`src/term_pkg.sv`:
```
package term_pkg;
   // channel addresses
   localparam logic [15:0] ADDR_DATA = 16'h0090;
   localparam logic [15:0] ADDR_FUNC = 16'h0091;
   // function word bit positions
   localparam int FN_CLR_CTRL  = 0;
   localparam int FN_CLR_INT   = 1;
   localparam int FN_DATA_REQ  = 2;
   localparam int FN_EOP_REQ   = 3;
   localparam int FN_ALARM_REQ = 4;
   localparam int FN_WRITE     = 8;
   localparam int FN_READ      = 9;
   localparam int FN_ECHO_ON   = 10;
   localparam int FN_ECHO_OFF  = 13;
   // status word bit positions
   localparam int ST_READY  = 0;
   localparam int ST_BUSY   = 1;
   localparam int ST_INT    = 2;
   localparam int ST_DATA   = 3;
   localparam int ST_EOP    = 4;
   localparam int ST_ALARM  = 5;
   localparam int ST_LOST   = 6;
   localparam int ST_PARITY = 7;
   localparam int ST_RDMODE = 9;
   localparam int ST_ONE10  = 10;
   localparam int ST_MANUAL = 11;
   // buffer depth toward the terminal
   localparam int FIFO_DEPTH = 4;

   // one processor channel request
   typedef struct packed {
      logic        input_instruction;  // 1 = input, 0 = output
      logic [15:0] addr;
      logic [15:0] a_reg;
   } chan_req_s;

   // channel answer
   typedef struct packed {
      logic        reply;
      logic        reject;
      logic [15:0] a_reg;
   } chan_rsp_s;
endpackage : term_pkg

```
`src/terminal_char_controller.sv`:
```
// Function
// - 0091 function/status, 0090 character data
// - data input fills low byte only
// - data output needs write mode, idle
// - clear controller resets flags, read mode
// - clear interrupt drops requests, manual flag
// - bits 2-4 set data/eop/alarm requests
// - select write clears lost data, unless busy
// - select read refused while busy
// - bit 13 stops echo, bit 10 restores
// - bit 5 zero, spare bits ignored
// - do acceptable functions, reject if none
// - constant status bits 0,8,10,12-15
// - busy while character held in read mode, outbound in write mode
// - interrupt status, eop is not busy
// - data status per mode
// - alarm on lost data or parity
// - overrun sets lost data, locks input
// - parity error and read mode status
// - manual interrupt cleared by clears only
// - status read never rejected
// - requests persist until cleared
// - interrupt on four conditions, level one
// - even parity over eight bits
module terminal_char_controller #(
   parameter int DEPTH = term_pkg::FIFO_DEPTH
) (
   // clocking
   input  wire logic                clock,
   input  wire logic                rst,
   input  wire logic                ce,
   // processor channel
   input  wire logic                req_valid,
   input  wire term_pkg::chan_req_s req,
   output term_pkg::chan_rsp_s      rsp,
   output logic                     irq_level1,
   // terminal side
   input  wire logic                rx_valid,
   input  wire logic [7:0]          rx_char,
   output logic                     rx_lockout,
   output logic                     tx_valid,
   output logic [7:0]               tx_char,
   input  wire logic                tx_sent,
   output logic                     echo_enable,
   input  wire logic                manual_int
);
   import term_pkg::*;

   logic       rd_mode_q;
   logic       hold_full_q;
   logic [7:0] hold_q;
   logic       lost_q;
   logic       parity_q;
   logic       manual_q;
   logic       req_data_q;
   logic       req_eop_q;
   logic       req_alarm_q;
   logic       echo_q;
   logic       tx_busy_q;
   logic       busy;
   logic       alarm;
   logic       data_st;
   logic       int_cond;
   logic [15:0] status;
   logic       is_func_out;
   logic       is_data_in;
   logic       is_data_out;
   logic       wr_ok;
   logic       mode_ok;
   logic       any_other;
   logic       f_wr;
   logic       f_rd;
   logic       clr_all;
   logic       clr_int;
   logic       fifo_in_ready;
   logic       fifo_out_valid;
   logic [7:0] fifo_out_data;
   logic       push_char;
   logic       pop_char;
   logic       is_stat_in;

   // even parity check across the whole byte
   function automatic logic parity_bad(input logic [7:0] c);
      parity_bad = ^c;
   endfunction : parity_bad

   // address decode of the current instruction
   assign is_func_out = req_valid & ~req.input_instruction & (req.addr == ADDR_FUNC);
   assign is_data_in  = req_valid & req.input_instruction & (req.addr == ADDR_DATA);
   assign is_data_out = req_valid & ~req.input_instruction & (req.addr == ADDR_DATA);
   assign is_stat_in  = req_valid & req.input_instruction & (req.addr == ADDR_FUNC);

   // busy covers a held receive in read mode, or a character still heading to the terminal in write mode
   assign busy    = rd_mode_q ? hold_full_q : (fifo_out_valid | tx_busy_q);
   assign data_st = rd_mode_q ? hold_full_q : (~busy & fifo_in_ready);
   assign alarm   = lost_q | parity_q;
   assign int_cond = (req_data_q & data_st) | (req_eop_q & ~busy)
                   | (req_alarm_q & alarm) | manual_q;

   // refused mode selections are skipped; the rest always run
   assign f_wr      = req.a_reg[FN_WRITE] & ~busy;
   assign f_rd      = req.a_reg[FN_READ] & ~busy;
   assign any_other = req.a_reg[FN_CLR_CTRL] | req.a_reg[FN_CLR_INT] | req.a_reg[FN_DATA_REQ]
                    | req.a_reg[FN_EOP_REQ] | req.a_reg[FN_ALARM_REQ]
                    | req.a_reg[FN_ECHO_ON] | req.a_reg[FN_ECHO_OFF];
   assign mode_ok   = f_wr | f_rd | any_other;
   assign clr_all   = is_func_out & req.a_reg[FN_CLR_CTRL];
   assign clr_int   = is_func_out & req.a_reg[FN_CLR_INT];
   assign wr_ok     = ~rd_mode_q & ~busy & fifo_in_ready;
   assign push_char = ce & is_data_out & wr_ok;
   assign pop_char  = ce & ~tx_busy_q & fifo_out_valid;

   // status word; fixed bits are constants
   always_comb begin
      status            = 16'h0000;
      status[ST_READY]  = 1'b1;
      status[ST_ONE10]  = 1'b1;
      status[ST_BUSY]   = busy;
      status[ST_INT]    = int_cond;
      status[ST_DATA]   = data_st;
      status[ST_EOP]    = ~busy;
      status[ST_ALARM]  = alarm;
      status[ST_LOST]   = lost_q;
      status[ST_PARITY] = parity_q;
      status[ST_RDMODE] = rd_mode_q;
      status[ST_MANUAL] = manual_q;
   end

   // mode register; clear controller forces read unless write also accepted
   always_ff @(posedge clock) begin
      if (rst) begin
         rd_mode_q <= 1'b1;
      end else if (ce && is_func_out) begin
         if (f_wr) rd_mode_q <= 1'b0;
         else if (f_rd || clr_all) rd_mode_q <= 1'b1;
      end
   end

   // receive hold register and its error flags
   always_ff @(posedge clock) begin
      if (rst) begin
         hold_full_q <= 1'b0;
         hold_q      <= 8'h00;
         lost_q      <= 1'b0;
         parity_q    <= 1'b0;
      end else if (ce) begin
         if (clr_all) begin
            hold_full_q <= 1'b0;
            parity_q    <= 1'b0;
            lost_q      <= 1'b0;
         end else if (is_func_out && f_wr) begin
            lost_q <= 1'b0;
         end
         // arrival comes last so a character landing with a clear is kept, not lost
         if (rx_valid && !lost_q && rd_mode_q) begin
            if (hold_full_q && !is_data_in && !clr_all) begin
               lost_q <= 1'b1;
            end else begin
               hold_full_q <= 1'b1;
               hold_q      <= rx_char;
               parity_q    <= parity_bad(rx_char);
            end
         end else if (is_data_in) begin
            hold_full_q <= 1'b0;
         end
      end
   end

   // interrupt requests: a set in the same word beats the clear
   always_ff @(posedge clock) begin
      if (rst) begin
         req_data_q  <= 1'b0;
         req_eop_q   <= 1'b0;
         req_alarm_q <= 1'b0;
      end else if (ce && is_func_out) begin
         if (req.a_reg[FN_DATA_REQ]) req_data_q <= 1'b1;
         else if (clr_all || clr_int) req_data_q <= 1'b0;
         if (req.a_reg[FN_EOP_REQ]) req_eop_q <= 1'b1;
         else if (clr_all || clr_int) req_eop_q <= 1'b0;
         if (req.a_reg[FN_ALARM_REQ]) req_alarm_q <= 1'b1;
         else if (clr_all || clr_int) req_alarm_q <= 1'b0;
      end
   end

   // manual interrupt; a new press wins over a clear in the same cycle
   always_ff @(posedge clock) begin
      if (rst) begin
         manual_q <= 1'b0;
      end else if (ce) begin
         if (manual_int) manual_q <= 1'b1;
         else if (clr_all || clr_int) manual_q <= 1'b0;
      end
   end

   // printer echo; reconnect wins over disconnect if both given
   always_ff @(posedge clock) begin
      if (rst) begin
         echo_q <= 1'b1;
      end else if (ce && is_func_out) begin
         if (req.a_reg[FN_ECHO_ON] || clr_all) echo_q <= 1'b1;
         else if (req.a_reg[FN_ECHO_OFF]) echo_q <= 1'b0;
      end
   end

   // characters to the terminal pass through a FIFO, but writes are refused while busy, so it never holds more than one
   char_fifo #(.WIDTH(8), .DEPTH(DEPTH)) u_fifo (
      .clock     (clock),
      .rst       (rst),
      .ce        (ce),
      .in_valid  (push_char),
      .in_ready  (fifo_in_ready),
      .in_data   (req.a_reg[7:0]),
      .out_valid (fifo_out_valid),
      .out_ready (~tx_busy_q),
      .out_data  (fifo_out_data)
   );

   // terminal transmit handshake: hold strobe until sent comes back
   always_ff @(posedge clock) begin
      if (rst) begin
         tx_busy_q <= 1'b0;
         tx_char   <= 8'h00;
      end else if (ce) begin
         if (pop_char) begin
            tx_busy_q <= 1'b1;
            tx_char   <= fifo_out_data;
         end else if (tx_sent) begin
            tx_busy_q <= 1'b0;
         end
      end
   end

   // registered channel answer, one cycle after the request
   always_ff @(posedge clock) begin
      if (rst) begin
         rsp        <= '0;
         irq_level1 <= 1'b0;
         rx_lockout <= 1'b0;
         echo_enable <= 1'b1;
      end else if (ce) begin
         irq_level1  <= int_cond;
         rx_lockout  <= lost_q;
         echo_enable <= echo_q;
         rsp.reply   <= 1'b0;
         rsp.reject  <= 1'b0;
         rsp.a_reg   <= req.a_reg;
         if (req_valid) begin
            if (req.addr == ADDR_FUNC) begin
               if (req.input_instruction) begin
                  rsp.reply <= 1'b1;
                  rsp.a_reg <= status;
               end else begin
                  rsp.reply  <= mode_ok;
                  rsp.reject <= ~mode_ok;
               end
            end else if (req.addr == ADDR_DATA) begin
               if (req.input_instruction) begin
                  rsp.reply <= hold_full_q;
                  rsp.reject <= ~hold_full_q;
                  rsp.a_reg <= {req.a_reg[15:8], hold_q};
               end else begin
                  rsp.reply  <= wr_ok;
                  rsp.reject <= ~wr_ok;
               end
            end
         end
      end
   end

   assign tx_valid = tx_busy_q;

   // status word as the processor actually receives it
   eop_inverse_a: assert property (@(posedge clock) disable iff (rst)
      (ce && is_stat_in) |=> rsp.a_reg[ST_EOP] != rsp.a_reg[ST_BUSY])
      else $error("eop not inverse of busy");
   status_fixed_a: assert property (@(posedge clock) disable iff (rst)
      (ce && is_stat_in) |=> (rsp.a_reg & 16'hf501) == 16'h0401)
      else $error("fixed status bits wrong");
   status_reply_a: assert property (@(posedge clock) disable iff (rst)
      (ce && is_stat_in) |=> rsp.reply && !rsp.reject)
      else $error("status read rejected");

   // mode selection and function acceptance
   write_busy_a: assert property (@(posedge clock) disable iff (rst)
      (ce && is_func_out && busy && !clr_all) |=> $stable(rd_mode_q))
      else $error("mode changed while busy");
   read_mode_a: assert property (@(posedge clock) disable iff (rst)
      (ce && is_func_out && req.a_reg[FN_READ] && !req.a_reg[FN_WRITE] && !busy) |=> rd_mode_q)
      else $error("read mode not selected");
   func_reject_a: assert property (@(posedge clock) disable iff (rst)
      (ce && is_func_out && !mode_ok) |=> rsp.reject && !rsp.reply)
      else $error("empty function word not rejected");
   echo_off_a: assert property (@(posedge clock) disable iff (rst)
      (ce && is_func_out && req.a_reg[FN_ECHO_OFF] && !req.a_reg[FN_ECHO_ON] && !clr_all) |=> !echo_q)
      else $error("echo not suppressed");

   // receive path; lockout must really freeze the hold register
   lost_set_a: assert property (@(posedge clock) disable iff (rst)
      (ce && rx_valid && rd_mode_q && hold_full_q && !is_data_in && !is_func_out) |=> lost_q)
      else $error("overrun not flagged");
   lock_rx_a: assert property (@(posedge clock) disable iff (rst)
      (ce && lost_q && !is_func_out) |=> $stable(hold_q))
      else $error("input not locked out");
   parity_set_a: assert property (@(posedge clock) disable iff (rst)
      (ce && rx_valid && rd_mode_q && !hold_full_q && !lost_q && ^rx_char) |=> parity_q)
      else $error("odd character not flagged");
   upper_keep_a: assert property (@(posedge clock) disable iff (rst)
      (ce && is_data_in) |=> rsp.a_reg[15:8] == $past(req.a_reg[15:8]))
      else $error("upper accumulator byte altered");
   data_in_low_a: assert property (@(posedge clock) disable iff (rst)
      (ce && is_data_in && hold_full_q) |=> rsp.reply && rsp.a_reg[7:0] == $past(hold_q))
      else $error("held character not returned");

   // interrupt requests and the level output
   req_set_a: assert property (@(posedge clock) disable iff (rst)
      (ce && is_func_out && req.a_reg[FN_DATA_REQ]) |=> req_data_q)
      else $error("data request not set");
   clr_int_a: assert property (@(posedge clock) disable iff (rst)
      (ce && clr_int && !req.a_reg[FN_DATA_REQ]) |=> !req_data_q)
      else $error("request survived clear");
   req_persist_a: assert property (@(posedge clock) disable iff (rst)
      (ce && req_eop_q && !clr_all && !clr_int) |=> req_eop_q)
      else $error("request dropped without clear");
   manual_keep_a: assert property (@(posedge clock) disable iff (rst)
      (ce && manual_q && !clr_all && !clr_int) |=> manual_q)
      else $error("manual flag dropped without clear");
   irq_manual_a: assert property (@(posedge clock) disable iff (rst)
      (ce && manual_q) |=> irq_level1)
      else $error("manual interrupt not raised");
   irq_eop_a: assert property (@(posedge clock) disable iff (rst)
      (ce && req_eop_q && !busy) |=> irq_level1)
      else $error("end of operation interrupt not raised");
   irq_alarm_a: assert property (@(posedge clock) disable iff (rst)
      (ce && req_alarm_q && alarm) |=> irq_level1)
      else $error("alarm interrupt not raised");

   // transmit path
   data_wr_a: assert property (@(posedge clock) disable iff (rst)
      (ce && is_data_out && rd_mode_q) |=> rsp.reject)
      else $error("write accepted in read mode");
   busy_wr_a: assert property (@(posedge clock) disable iff (rst)
      (ce && push_char) |=> busy)
      else $error("busy not raised by write");
   tx_hold_a: assert property (@(posedge clock) disable iff (rst)
      (ce && tx_valid && !tx_sent) |=> tx_valid && $stable(tx_char))
      else $error("terminal strobe not held");
endmodule : terminal_char_controller

```
`src/char_fifo.sv`:
```
module char_fifo #(
   parameter int WIDTH = 8,
   parameter int DEPTH = 4
) (
   // clocking
   input  wire logic             clock,
   input  wire logic             rst,
   input  wire logic             ce,
   // fill side
   input  wire logic             in_valid,
   output logic                  in_ready,
   input  wire logic [WIDTH-1:0] in_data,
   // drain side
   output logic                  out_valid,
   input  wire logic             out_ready,
   output logic      [WIDTH-1:0] out_data
);
   localparam int AW = $clog2(DEPTH);
   logic [WIDTH-1:0] mem [DEPTH];
   logic [AW-1:0]    wr_q;
   logic [AW-1:0]    rd_q;
   logic [AW:0]      cnt_q;
   logic             push;
   logic             pop;

   function automatic logic [AW-1:0] inc(input logic [AW-1:0] p);
      inc = (p == AW'(DEPTH - 1)) ? '0 : p + 1'b1;
   endfunction : inc

   assign in_ready  = (cnt_q != (AW+1)'(DEPTH));
   assign out_valid = (cnt_q != '0);
   assign out_data  = mem[rd_q];
   assign push      = ce & in_valid & in_ready;
   assign pop       = ce & out_valid & out_ready;

   // storage, no reset needed on data
   always_ff @(posedge clock) begin
      if (push) begin
         mem[wr_q] <= in_data;
      end
   end

   // pointers and fill count
   always_ff @(posedge clock) begin
      if (rst) begin
         wr_q  <= '0;
         rd_q  <= '0;
         cnt_q <= '0;
      end else begin
         if (push) wr_q <= inc(wr_q);
         if (pop) rd_q <= inc(rd_q);
         if (push & ~pop) cnt_q <= cnt_q + 1'b1;
         else if (pop & ~push) cnt_q <= cnt_q - 1'b1;
      end
   end
endmodule : char_fifo

```
`config.mk`:
```
export PLATFORM = sky130hd
export DESIGN_NAME = terminal_char_controller
export DESIGN_NICKNAME = d
export VERILOG_FILES = /design/src/term_pkg.sv /design/src/terminal_char_controller.sv /design/src/char_fifo.sv
export SDC_FILE = /design/constraint.sdc
export NUM_CORES = 1
export LEC_CHECK = 0
export BUFFER_PORTS_ARGS = -buffer_cell sky130_fd_sc_hd__buf_2
export CORE_MARGIN = 8
export CORE_UTILIZATION = 50
export DETAILED_ROUTE_END_ITERATION = 12
export PLACE_DENSITY = 0.71
export SLEW_MARGIN = 20
export SYNTH_ARGS = -nofsm -noshare
export SYNTH_HDL_FRONTEND = slang
export SYNTH_SLANG_ARGS = --single-unit
```
`constraint.sdc`:
```
create_clock -name clock -period 3.5 [get_ports clock]
set_clock_uncertainty 0.05 [all_clocks]
set_input_delay 0.525 -clock clock [delete_from_list [all_inputs] [get_ports clock]]
set_output_delay 0.525 -clock clock [all_outputs]
set_load 0.1 [all_outputs]
```
==> impl_results.md, run 1 <==
- Relative slew slack: 27.4%
- Fmax: 0.330 GHz
- Post-layout util: 60.0%
- Cells on Worst Hold Path: 3
- PwrDens: 535 mW/mm²
- Worst-Margin Slew: 1090 ps
- Core ar.: 0.00769 mm²
- Initial Util: 51.4%
- Tcrit/Tclk final: 86.6%
- Via count: 3,064
- Critical R2R Launch: u_fifo.cnt_q[0]
- Required @ worst endpoint: 3740 ps
- CTS tree: done
- Die Y: 105 µm
- Mapped Area: 0.00395 mm²
- Switching share of power: 34.6%
- Worst Hold Launch: manual_int
- FF-to-FF setup slack: 470 ps
- #FFs+latches synth: 86
- Final Max Tran Viols: 0
- Overflow after GRT: 0
- Logic gate share of total power: 24.6%
- WP data arrival: 3270 ps
- Reg2reg end: u_fifo.cnt_q[2]
- Worst reg-to-reg path cell count: 9
- Synth warn: 0
- Ys async rst share: 0%
- Vias in the first global route: 3,056
- Final hold vios: 0
- First-pass GRT wire length: 15,600 µm
- Fillers: 701
- Crit end category: flip-flop
- H-tree Lvls: 3
- Clock-pin slew on the worst setup and hold paths: 100 ps
- Final worst setup slack: 468 ps
- Leakage power: 1.85 nW
- DRT antenna net count: 0
- Hold Path Class: input pin to flip-flop
- Cts repair resizes: 0
- Post-layout nets: 495
- Post-CTS Repair Setup Buffers: 0
- Final Hold Slack: 355 ps
- DR iter-0 viols: 178
- P_int: 1.61 mW
- Synthesized net count: 424
- Root Driver: clkbuf_8
- Largest net degree at the start of global routing: 36
- Clk_lat worst skew: 360 ps
- Layout cells sized above 1: 27.4%
- Final setup vio count: 0
- Seq pwr share: 46.2%
- Overall Global Routing Usage: 17.4%
- Crit path max fanout: 7
- Max clock buf depth: 2
- DRC: 0
- Vias per cell: 5.60
- Antenna cells: 0
- Max Cap Viol: 0
- I/O pins: 78
- Yosys cell types: 68
- Die Wd: 105 µm
- Global placement routability congestion: 0.884
- TritonRoute pass-1 iters: 5
- Port-buffer cells: 77
- Post-Route WL: 9360 µm
- Synth Area per Inst: 10.7 µm²
- VDD IR max: 239 µV
- Critical path class: flip-flop to flip-flop
- Hold_buf cts: 0
- Row cnt: 32
- Register area share after synthesis: 51.7%
- Cells after Synth: 369
- Final Critical Period: 3030 ps
- Clock Sinks: 86
- Initial antenna violation count: 0
- Setup tns final: 0 ps
- Area Overhead vs Synth: 16.6%
- Pre-CTS setup slack: 196 ps
- Clock power share: 29.2%
- Post-DP HPWL: 6890 µm
- Routed WL per cell: 17.1 µm
- Setup crit start kind: flip-flop
- RSZ-0062 raised after global routing: no
- Sw Pwr: 852 µW
- Status: completed
- Post-synth EDFFs: 32
- Die area: 0.0110 mm²
- Most used DFF post-synth: dfxtp_1
- CTS buffer count: 9
- Hold EP: manual_q
==> cell families after synthesis <==
group,synth area share (%)
buf+inv,3.51
fa+ha+maj,2.41
simple gates,17.9
compound gates,13.5
mux,8.93
xor+xnor,1.99
flops,51.7
==> how the worst max path moves through the flow <==
stage | slack, ps | start | depth (start not counted) | end
final | 470 | u_fifo.cnt_q[0] | 9 | u_fifo.cnt_q[2]
after floorplan | 470 | tx_valid | 10 | u_fifo.cnt_q[2]
after detailed placement | 200 | req[17] | 10 | u_fifo.cnt_q[2]
after CTS | 490 | u_fifo.cnt_q[0] | 9 | u_fifo.cnt_q[2]
after global placement | 340 | req[17] | 10 | u_fifo.cnt_q[2]
after global routing | 320 | u_fifo.cnt_q[0] | 9 | u_fifo.cnt_q[2]
==> sequential cells by signal, indices dropped and copies added (netlist names) <==
signal / flops
req_data_q: 1
rsp: 18
echo_q: 1
hold_full_q: 1
irq_level1: 1
u_fifo.rd_q: 2
tx_valid: 1
parity_q: 1
manual_q: 1
u_fifo.wr_q: 2
rd_mode_q: 1
req_alarm_q: 1
tx_char: 8
hold_q: 8
u_fifo.mem: 32
rx_lockout: 1
u_fifo.cnt_q: 3
lost_q: 1
echo_enable: 1
req_eop_q: 1
==> area by class of cell <==
type	instances	area, µm²	share of cell area [%]
Sequential cell	86	2040	44.3
Multi-Input combinational cell	249	1770	38.4
Timing Repair Buffer	81	415	9.01
Tap cell	102	128	2.77
Clock buffer	9	124	2.69
Clock inverter	7	80.1	1.74
Inverter	13	48.8	1.06
==> synthesized netlist by cell type (all sizes together) (2+ instances only) <==
master	n	area, µm²
dfxtp	54	1080
o21ai	13	65.1
and2	5	31.3
xnor2	6	52.6
a21oi	30	154
mux2i	16	173
buf	9	43.8
inv	12	45.0
clkbuf	12	46.3
nand2	43	161
nor4	3	48.8
o41ai	3	33.8
o211ai	3	27.5
or3	4	30.0
mux4	8	180
xor2	3	26.3
o22ai	2	12.5
nor2b	3	18.8
nor3	4	31.3
o31ai	3	22.5
a32o	2	20.0
nand3	10	55.1
ha	6	75.1
a311oi	3	26.3
a211oi	4	30.0
nor3b	2	20.0
a211o	2	17.5
nor2	42	160
o21a	2	15.0
nand4	2	33.8
and4	4	35.0
o311ai	2	17.5
or4	2	18.8
edfxtp	32	961
==> cell usage in the layout, fill, tap and decap left out, drive strengths merged, types with 3 or more instances in the layout <==
master,count
a211oi,4
a21oi,30
a311oi,3
and2,5
and4,4
buf,81
clkbuf,9
clkinv,3
dfxtp,54
edfxtp,32
ha,6
inv,15
mux2i,16
mux4,8
nand2,43
nand3,10
nor2,42
nor2b,3
nor3,4
nor4,3
o211ai,3
o21ai,13
o31ai,3
o41ai,3
or3,4
xnor2,6
xor2,3
==> critical path, stage by stage, from the launching register on <==
cell	delay, ps
dfxtp_1	360
or4_4	590
nor2_2	160
and4_1	400
ha_1	250
inv_1	70
fa_1	440
xor2_1	190
or3_1	310
a21oi_1	140
==> stage by stage <==
stage	area (µm²)	total power, mW	instances
floorplan	3950	1.63	369
global placement	4410	1.75	531
detailed placement	4410	1.77	531
CTS	4610	2.48	547
global route	4610	2.57	547
finish	4610	2.46	547
==> power groups by stage <==
stage                     clock [mW]  sequential [mW]  combinational (mW)
final                          0.719             1.14               0.607
after global routing           0.769             1.15               0.649
after CTS                      0.728             1.14               0.609
after detailed placement           0             1.16               0.608
after global placement             0             1.16               0.591
after floorplan                    0             1.35               0.282
==> metal layers <==
layer | part of all wire, % | track usage, %
met1 | 46 | 23.2
met5 | 0 | 0
met4 | 1.4 | 5.40
met2 | 46 | 26.4
met3 | 7.1 | 5.22
Power figures use the tool's default switching activity.
==> inputs of run 2 (changes only) <==
--- a/config.mk
+++ b/config.mk
@@ -13,4 +13,5 @@
 export SLEW_MARGIN = 20
 export SYNTH_ARGS = -nofsm -noshare
 export SYNTH_HDL_FRONTEND = slang
+export SYNTH_HIERARCHICAL = 1
 export SYNTH_SLANG_ARGS = --single-unit
==> run 2 against run 1 <==
Against the previous run:
- fmax fell by 6.1%
- area after synthesis barely moved
- core utilization rose by 0.34 points
- first-iteration DRC count fell by 5.1%
- non-clock buffer count rose by 1
- die area barely moved
- critical path type unchanged
- critical endpoint is now u_fifo/cnt_q[2]
- largest power group unchanged
==> impl_results.md, run 2 <==
- Status: completed (unchanged)
- DR iter-0 viols: 169 (was 178)
- Die Y: 105 µm (about the same)
- Crit path max fanout: 5 (was 7)
- Post-CTS Repair Setup Buffers: 0 (unchanged)
- TritonRoute pass-1 iters: 5 (unchanged)
- Leakage power: 1.96 nW (was 1.85 nW)
- #FFs+latches synth: 88 (was 86)
- CP max stage delay: 570 ps (was 590 ps)
- First-pass GRT wire length: 15,500 µm (was 15,600 µm)
- Commonest non-fill, non-tap cells in the layout: buf_2, dfxtp_1, nor2_1 (was buf_2, dfxtp_1, nand2_1)
- Initial antenna violation count: 0 (unchanged)
- Hold Path Class: input pin to flip-flop (unchanged)
- Initial Util: 51.4% (about the same)
- WP data arrival: 3470 ps (was 3270 ps)
- Via count: 3,023 (was 3,064)
- Cells after DPL: 518 (was 531)
- Area Overhead vs Synth: 17.4% (was 16.6%)
- Root Driver: clkbuf_8 (unchanged)
- CTS buffer count: 9 (unchanged)
- Post-Route WL: 9440 µm (was 9360 µm)
- Switching share of power: 29.1% (was 34.6%)
- Synth cell count leaders: dfxtp_1, nor2_1, edfxtp_1 (was dfxtp_1, nand2_1, nor2_1)
- Row cnt: 32 (unchanged)
- Clock-pin slew on the worst setup and hold paths: 90 ps (was 100 ps)
- Commonest non-fill, non-tap cell in the layout: buf_2 (unchanged)
- Max clock buf depth: 2 (unchanged)
- Post-layout nets: 482 (was 495)
- P_int: 1.73 mW (was 1.61 mW)
- Clk_lat worst skew: 350 ps (was 360 ps)
- Final hold vios: 0 (unchanged)
- Yosys top cell area share: 28.4% (was 27.4%)
- H-tree Lvls: 3 (unchanged)
- Final Critical Period: 3230 ps (was 3030 ps)
- Synth top area cells: dfxtp_1, edfxtp_1, mux2i_1 (was dfxtp_1, edfxtp_1, mux4_2)
- Core ar.: 0.00769 mm² (unchanged)
- Top delay family on crit path: simple AND/OR/NAND/NOR gates (unchanged)
- Post-route insts no fill: 534 (was 547)
- Cts repair resizes: 0 (unchanged)
- Ys async rst share: 0% (unchanged)
- CTS tree: done (unchanged)
- Layout cells sized above 1: 26.6% (was 27.4%)
- Crit path buf inv count: 1 (unchanged)
- Critical path's slowest cell: or4b_1 (was or4_4)
- Seq pwr share: 46.4% (was 46.2%)
- Overall Global Routing Usage: 17.4% (about the same)
- Most used DFF post-synth: dfxtp_1 (unchanged)
- Vias in the first global route: 3,040 (was 3,056)
- CP most frequent cell: or3_1
- PwrDens: 526 mW/mm² (was 535 mW/mm²)
- Routed WL per cell: 17.7 µm (was 17.1 µm)
- Critical Path, Cell by Cell: or3_1 -> or4b_1 -> nor4_1 -> and2_1 -> and2_4 -> ha_1 -> inv_1 -> fa_1 -> xor2_1 -> or3_1 -> a21oi_1 (was or4_4 -> nor2_2 -> and4_1 -> ha_1 -> inv_1 -> fa_1 -> xor2_1 -> or3_1 -> a21oi_1)
- Fmax: 0.310 GHz (was 0.330 GHz)
- Setup tns final: 0 ps (unchanged)
- Port-buffer cells: 77 (unchanged)
- VDD IR max: 184 µV (was 239 µV)
- Synth Area per Inst: 11.0 µm² (was 10.7 µm²)
- Synthesized net count: 413 (was 424)
- Synth warn: 6 (was 0)
- I/O pins: 78 (unchanged)
- Yosys cell types: 57 (was 68)
- Die area: 0.0110 mm² (about the same)
- Die Wd: 105 µm (about the same)
- Cells after Synth: 358 (was 369)
- Logic gate share of total power: 17.9% (was 24.6%)
- Max Cap Viol: 0 (unchanged)
- Vias per cell: 5.66 (was 5.60)
- DRT antenna net count: 0 (unchanged)
- Final Max Tran Viols: 0 (unchanged)
- Yosys top cell by area: dfxtp_1 (unchanged)
- Mapped Area: 0.00395 mm² (about the same)
- Register area share after synthesis: 52.7% (was 51.7%)
- Final setup vio count: 0 (unchanged)
- Post-synth EDFFs: 32 (unchanged)
- Critical path class: flip-flop to flip-flop (unchanged)
- Final worst setup slack: 269 ps (was 468 ps)
- Global placement routability congestion: 0.941 (was 0.884)
- Worst-Margin Slew: 1040 ps (was 1090 ps)
- Largest registers: u_fifo/mem (32), rsp (18) (was u_fifo.mem (32), rsp (18))
- Count leader, synth: dfxtp_1 (unchanged)
- Crit end category: flip-flop (unchanged)
- Tcrit/Tclk final: 92.3% (was 86.6%)
- RSZ-0062 raised after global routing: no (unchanged)
- Largest net degree at the start of global routing: 39 (was 36)
- Required @ worst endpoint: 3740 ps (about the same)
- Hold_buf cts: 0 (unchanged)
- Setup crit start kind: flip-flop (unchanged)
- Overflow after GRT: 0 (unchanged)
- Largest register FFs: 32 (unchanged)
- Largest Register: u_fifo/mem (was u_fifo.mem)
- Clock Sinks: 88 (was 86)
- Post-DP HPWL: 6840 µm (was 6890 µm)
- DRC: 0 (unchanged)
- Sw Pwr: 710 µW (was 852 µW)
- Relative slew slack: 30.9% (was 27.4%)
- Antenna cells: 0 (unchanged)
- Clock power share: 35.7% (was 29.2%)
- Pre-CTS setup slack: 223 ps (was 196 ps)
## run 2: changes by cell type after synthesis, moves of 4 or more
cell / delta
a21o_1: +4
a31oi_1: +4
o21ai_0: -6
a22oi_1: +4
and3_1: +5
nand2_1: -21
mux2i_1: +10
nor4_1: +5
a21oi_1: -5
clkbuf_1: +4
and2_1: -4
## run 2: logic make-up after synthesis
group | count (synthesis) | share of synthesized area (%)
buffers and inverters | 33 | 3.77
DFF | 88 | 52.7
AOI/OAI and AO/OA | 70 | 12.2
muxes | 34 | 11.2
and+or+nand+nor | 117 | 15.7
adders and majority gates | 7 | 2.41
xor gates and xnor gates | 9 | 2.00
## run 2: layout make-up
cell class / instances / area (µm²)
Fill cell: 665 / 3050
Sequential cell: 88 / 2080
Multi-Input combinational cell: 237 / 1720
Timing Repair Buffer: 82 / 423
Clock buffer: 10 / 138
Tap cell: 102 / 128
Clock inverter: 6 / 114
Inverter: 9 / 33.8
## run 2: path summary, 6_finish.rpt
kind                                      start               end  slack, ps  cells after the start
worst min register to register          rsp[13]           rsp[13]        420                      2
worst max-delay path            u_fifo/cnt_q[1]   u_fifo/cnt_q[2]        270                     11
worst max register to register  u_fifo/cnt_q[1]   u_fifo/cnt_q[2]        270                     11
worst min-delay path                     req[6]  u_fifo/mem[2][6]        380                      1
## run 2: routing by layer
metal / vias to the layer above / share of wire, % / GRT usage (%)
met5: - / 0 / 0
met4: 0 / 1.9 / 7.14
met3: 18 / 6.6 / 3.93
met2: 114 / 50 / 28.6
met1: 1439 / 42 / 21.7
li1: 1452 / - / -
## run 2: metrics by stage
stage / utilization [%] / hold WS [ps] / total power, mW / cell area [µm²]
2_1_floorplan: - / 395 / 1.49 / 3950
3_3_place_gp: 57.0 / 396 / 1.59 / 4380
3_5_place_dp: 57.0 / 401 / 1.60 / 4380
4_1_cts: 60.3 / 365 / 2.45 / 4640
5_1_grt: 60.3 / 359 / 2.54 / 4640
6_report: 60.3 / 376 / 2.44 / 4640
## run 2: power groups by stage
stage,sequential (mW),clock (mW),combinational [mW]
floorplan,1.30,0,0.195
global placement,1.16,0,0.431
detailed placement,1.16,0,0.437
CTS,1.14,0.881,0.439
global route,1.14,0.930,0.467
finish,1.13,0.871,0.436
==> inputs of run 3 (changes only) <==
--- a/config.mk
+++ b/config.mk
@@ -6,6 +6,7 @@
 export NUM_CORES = 1
 export LEC_CHECK = 0
 export BUFFER_PORTS_ARGS = -buffer_cell sky130_fd_sc_hd__buf_2
+export CORE_ASPECT_RATIO = 1.5
 export CORE_MARGIN = 8
 export CORE_UTILIZATION = 50
 export DETAILED_ROUTE_END_ITERATION = 12
==> run 3 against run 2 <==
Against the previous run:
- routed wire length up 2.2%
- flip-flop and latch count is the same
- first-iteration DRC count is 28% higher
- sequential share of layout area fell by 0.90 points
- combinational power is 1% higher
- core utilization increased by 1.4 points
- via count increased by 1.3%
- critical endpoint unchanged
- sequential power about the same
- register-to-register slack barely moved
- fmax fell by 0.27%
- total power up 8.1%
- die area rose by 0.53%
==> impl_results.md, run 3 (synthesized netlist as in run 2, its figures left out) <==
- Layout cells sized above 1: 27.0% (was 26.6%)
- Hold Path Class: input pin to flip-flop (unchanged)
- Relative slew slack: 26.8% (was 30.9%)
- RSZ-0062 raised after global routing: no (unchanged)
- First-pass GRT wire length: 15,600 µm (was 15,500 µm)
- Die Wd: 88.6 µm (was 105 µm)
- Sw Pwr: 732 µW (was 710 µW)
- Post-layout nets: 483 (was 482)
- Clock-pin slew on the worst setup and hold paths: 60 ps (was 90 ps)
- Crit end category: flip-flop (unchanged)
- Critical path's slowest cell: or4b_1 (unchanged)
- Area Overhead vs Synth: 19.8% (was 17.4%)
- Fmax: 0.309 GHz (was 0.310 GHz)
- Crit path max fanout: 5 (unchanged)
- Initial Util: 51.5% (was 51.4%)
- Largest registers: u_fifo/mem (32), rsp (18) (unchanged)
- Commonest non-fill, non-tap cell in the layout: buf_2 (unchanged)
- Vias in the first global route: 3,120 (was 3,040)
- Clock power share: 40.2% (was 35.7%)
- Critical Path, Cell by Cell: or3_1 -> or4b_1 -> nor4_1 -> and2_1 -> and2_4 -> ha_1 -> inv_1 -> fa_1 -> xor2_1 -> or3_1 -> a21oi_1 (unchanged)
- WP data arrival: 3440 ps (was 3470 ps)
- Root Driver: clkbuf_16 (was clkbuf_8)
- CP most frequent cell: or3_1 (unchanged)
- Hold_buf cts: 0 (unchanged)
- Die area: 0.0111 mm² (was 0.0110 mm²)
- Die Y: 125 µm (was 105 µm)
- Vias per cell: 5.73 (was 5.66)
- Storage element area: 0.00208 mm² (unchanged)
- I/O pins: 78 (unchanged)
- Routed WL per cell: 18.0 µm (was 17.7 µm)
- Logic gate share of total power: 16.7% (was 17.9%)
- Commonest non-fill, non-tap cells in the layout: buf_2, dfxtp_1, nor2_1 (unchanged)
- DRT antenna net count: 0 (unchanged)
- Port-buffer cells: 77 (unchanged)
- Max clock buf depth: 2 (unchanged)
- DRC: 0 (unchanged)
- Required @ worst endpoint: 3700 ps (was 3740 ps)
- Leakage power: 2.00 nW (was 1.96 nW)
- TritonRoute pass-1 iters: 4 (was 5)
- Status: completed (unchanged)
- Initial antenna violation count: 0 (unchanged)
- Via count: 3,063 (was 3,023)
- Design area: 0.00473 mm² (was 0.00464 mm²)
- Setup tns final: 0 ps (unchanged)
- Max Cap Viol: 0 (unchanged)
- Pwr Total: 2.64 mW (was 2.44 mW)
- Multi-input gate area: 0.00172 mm² (unchanged)
- Switching share of power: 27.8% (was 29.1%)
- Post-CTS Repair Setup Buffers: 0 (unchanged)
- CTS tree: done (unchanged)
- PwrDens: 557 mW/mm² (was 526 mW/mm²)
- Largest register FFs: 32 (unchanged)
- Tcrit/Tclk final: 92.6% (was 92.3%)
- Final hold vios: 0 (unchanged)
- VDD IR max: 369 µV (was 184 µV)
- Top delay family on crit path: simple AND/OR/NAND/NOR gates (unchanged)
- Fillers: 649 (was 665)
- Crit path buf inv count: 1 (unchanged)
- Global placement routability congestion: 0.871 (was 0.941)
- H-tree Lvls: 3 (unchanged)
- Core ar.: 0.00766 mm² (was 0.00769 mm²)
- Overflow after GRT: 0 (unchanged)
- CP max stage delay: 550 ps (was 570 ps)
- Seq pwr share: 43.0% (was 46.4%)
- Cts repair resizes: 0 (unchanged)
- DR iter-0 viols: 217 (was 169)
- Antenna cells: 0 (unchanged)
- Worst-Margin Slew: 1100 ps (was 1040 ps)
- Final Critical Period: 3240 ps (was 3230 ps)
- Largest Register: u_fifo/mem (unchanged)
- Clock Sinks: 88 (unchanged)
- Placed Area: 0.00439 mm² (was 0.00438 mm²)
- Final setup vio count: 0 (unchanged)
- CTS buffer count: 9 (unchanged)
- Critical path class: flip-flop to flip-flop (unchanged)
- Post-Route WL: 9660 µm (was 9440 µm)
- Post-DP HPWL: 7080 µm (was 6840 µm)
- Largest net degree at the start of global routing: 58 (was 39)
- P_int: 1.90 mW (was 1.73 mW)
- Setup crit start kind: flip-flop (unchanged)
- Overall Global Routing Usage: 18.3% (was 17.4%)
- Clk_lat worst skew: 340 ps (was 350 ps)
- Final Max Tran Viols: 0 (unchanged)
- Row cnt: 39 (was 32)
[run 3: changes by cell type in the layout (fill, tap and decap cells not counted), sizes merged]
cell,before,now
buf,82,83
bufinv,3,2
clkbuf,10,11
[run 3: layer usage]
layer / global-route usage (%) / share of wire [%]
met4: 9.91 / 4.0
met3: 4.03 / 5.7
met2: 31.7 / 53
met5: 0 / 0
met1: 19.6 / 37
[run 3: final timing paths]
path / startpoint / to / slack, ps / cells after the start
min: req[6] / u_fifo/mem[1][6] / 400 / 1
max reg2reg: u_fifo/cnt_q[1] / u_fifo/cnt_q[2] / 260 / 11
max: u_fifo/cnt_q[1] / u_fifo/cnt_q[2] / 260 / 11
min reg2reg: rsp[12] / rsp[12] / 410 / 2
[run 3: cell type report]
cell class                      count  share of cell area (%)
Sequential cell                    88                    44.0
Multi-Input combinational cell    237                    36.3
Timing Repair Buffer               83                    9.10
Clock buffer                       11                    5.34
Tap cell                          102                    2.70
Clock inverter                      5                    1.82
Inverter                            9                   0.714
[run 3: per-stage QoR]
stage	std cells	setup slack [ps]	hold slack, ps	util [%]
after floorplan	358	220	395	-
after global placement	519	312	398	57.3
after detailed placement	519	202	400	57.3
after CTS	535	289	390	61.8
after global routing	535	97.6	400	61.8
final	535	260	396	61.8
[run 3: power by group through the flow]
stage	sequential, mW	combinational [mW]	clock (mW)
5_1_grt	1.14	0.472	1.12
4_1_cts	1.14	0.443	1.08
3_3_place_gp	1.16	0.431	0
3_5_place_dp	1.16	0.441	0
2_1_floorplan	1.30	0.195	0
6_report	1.13	0.442	1.06
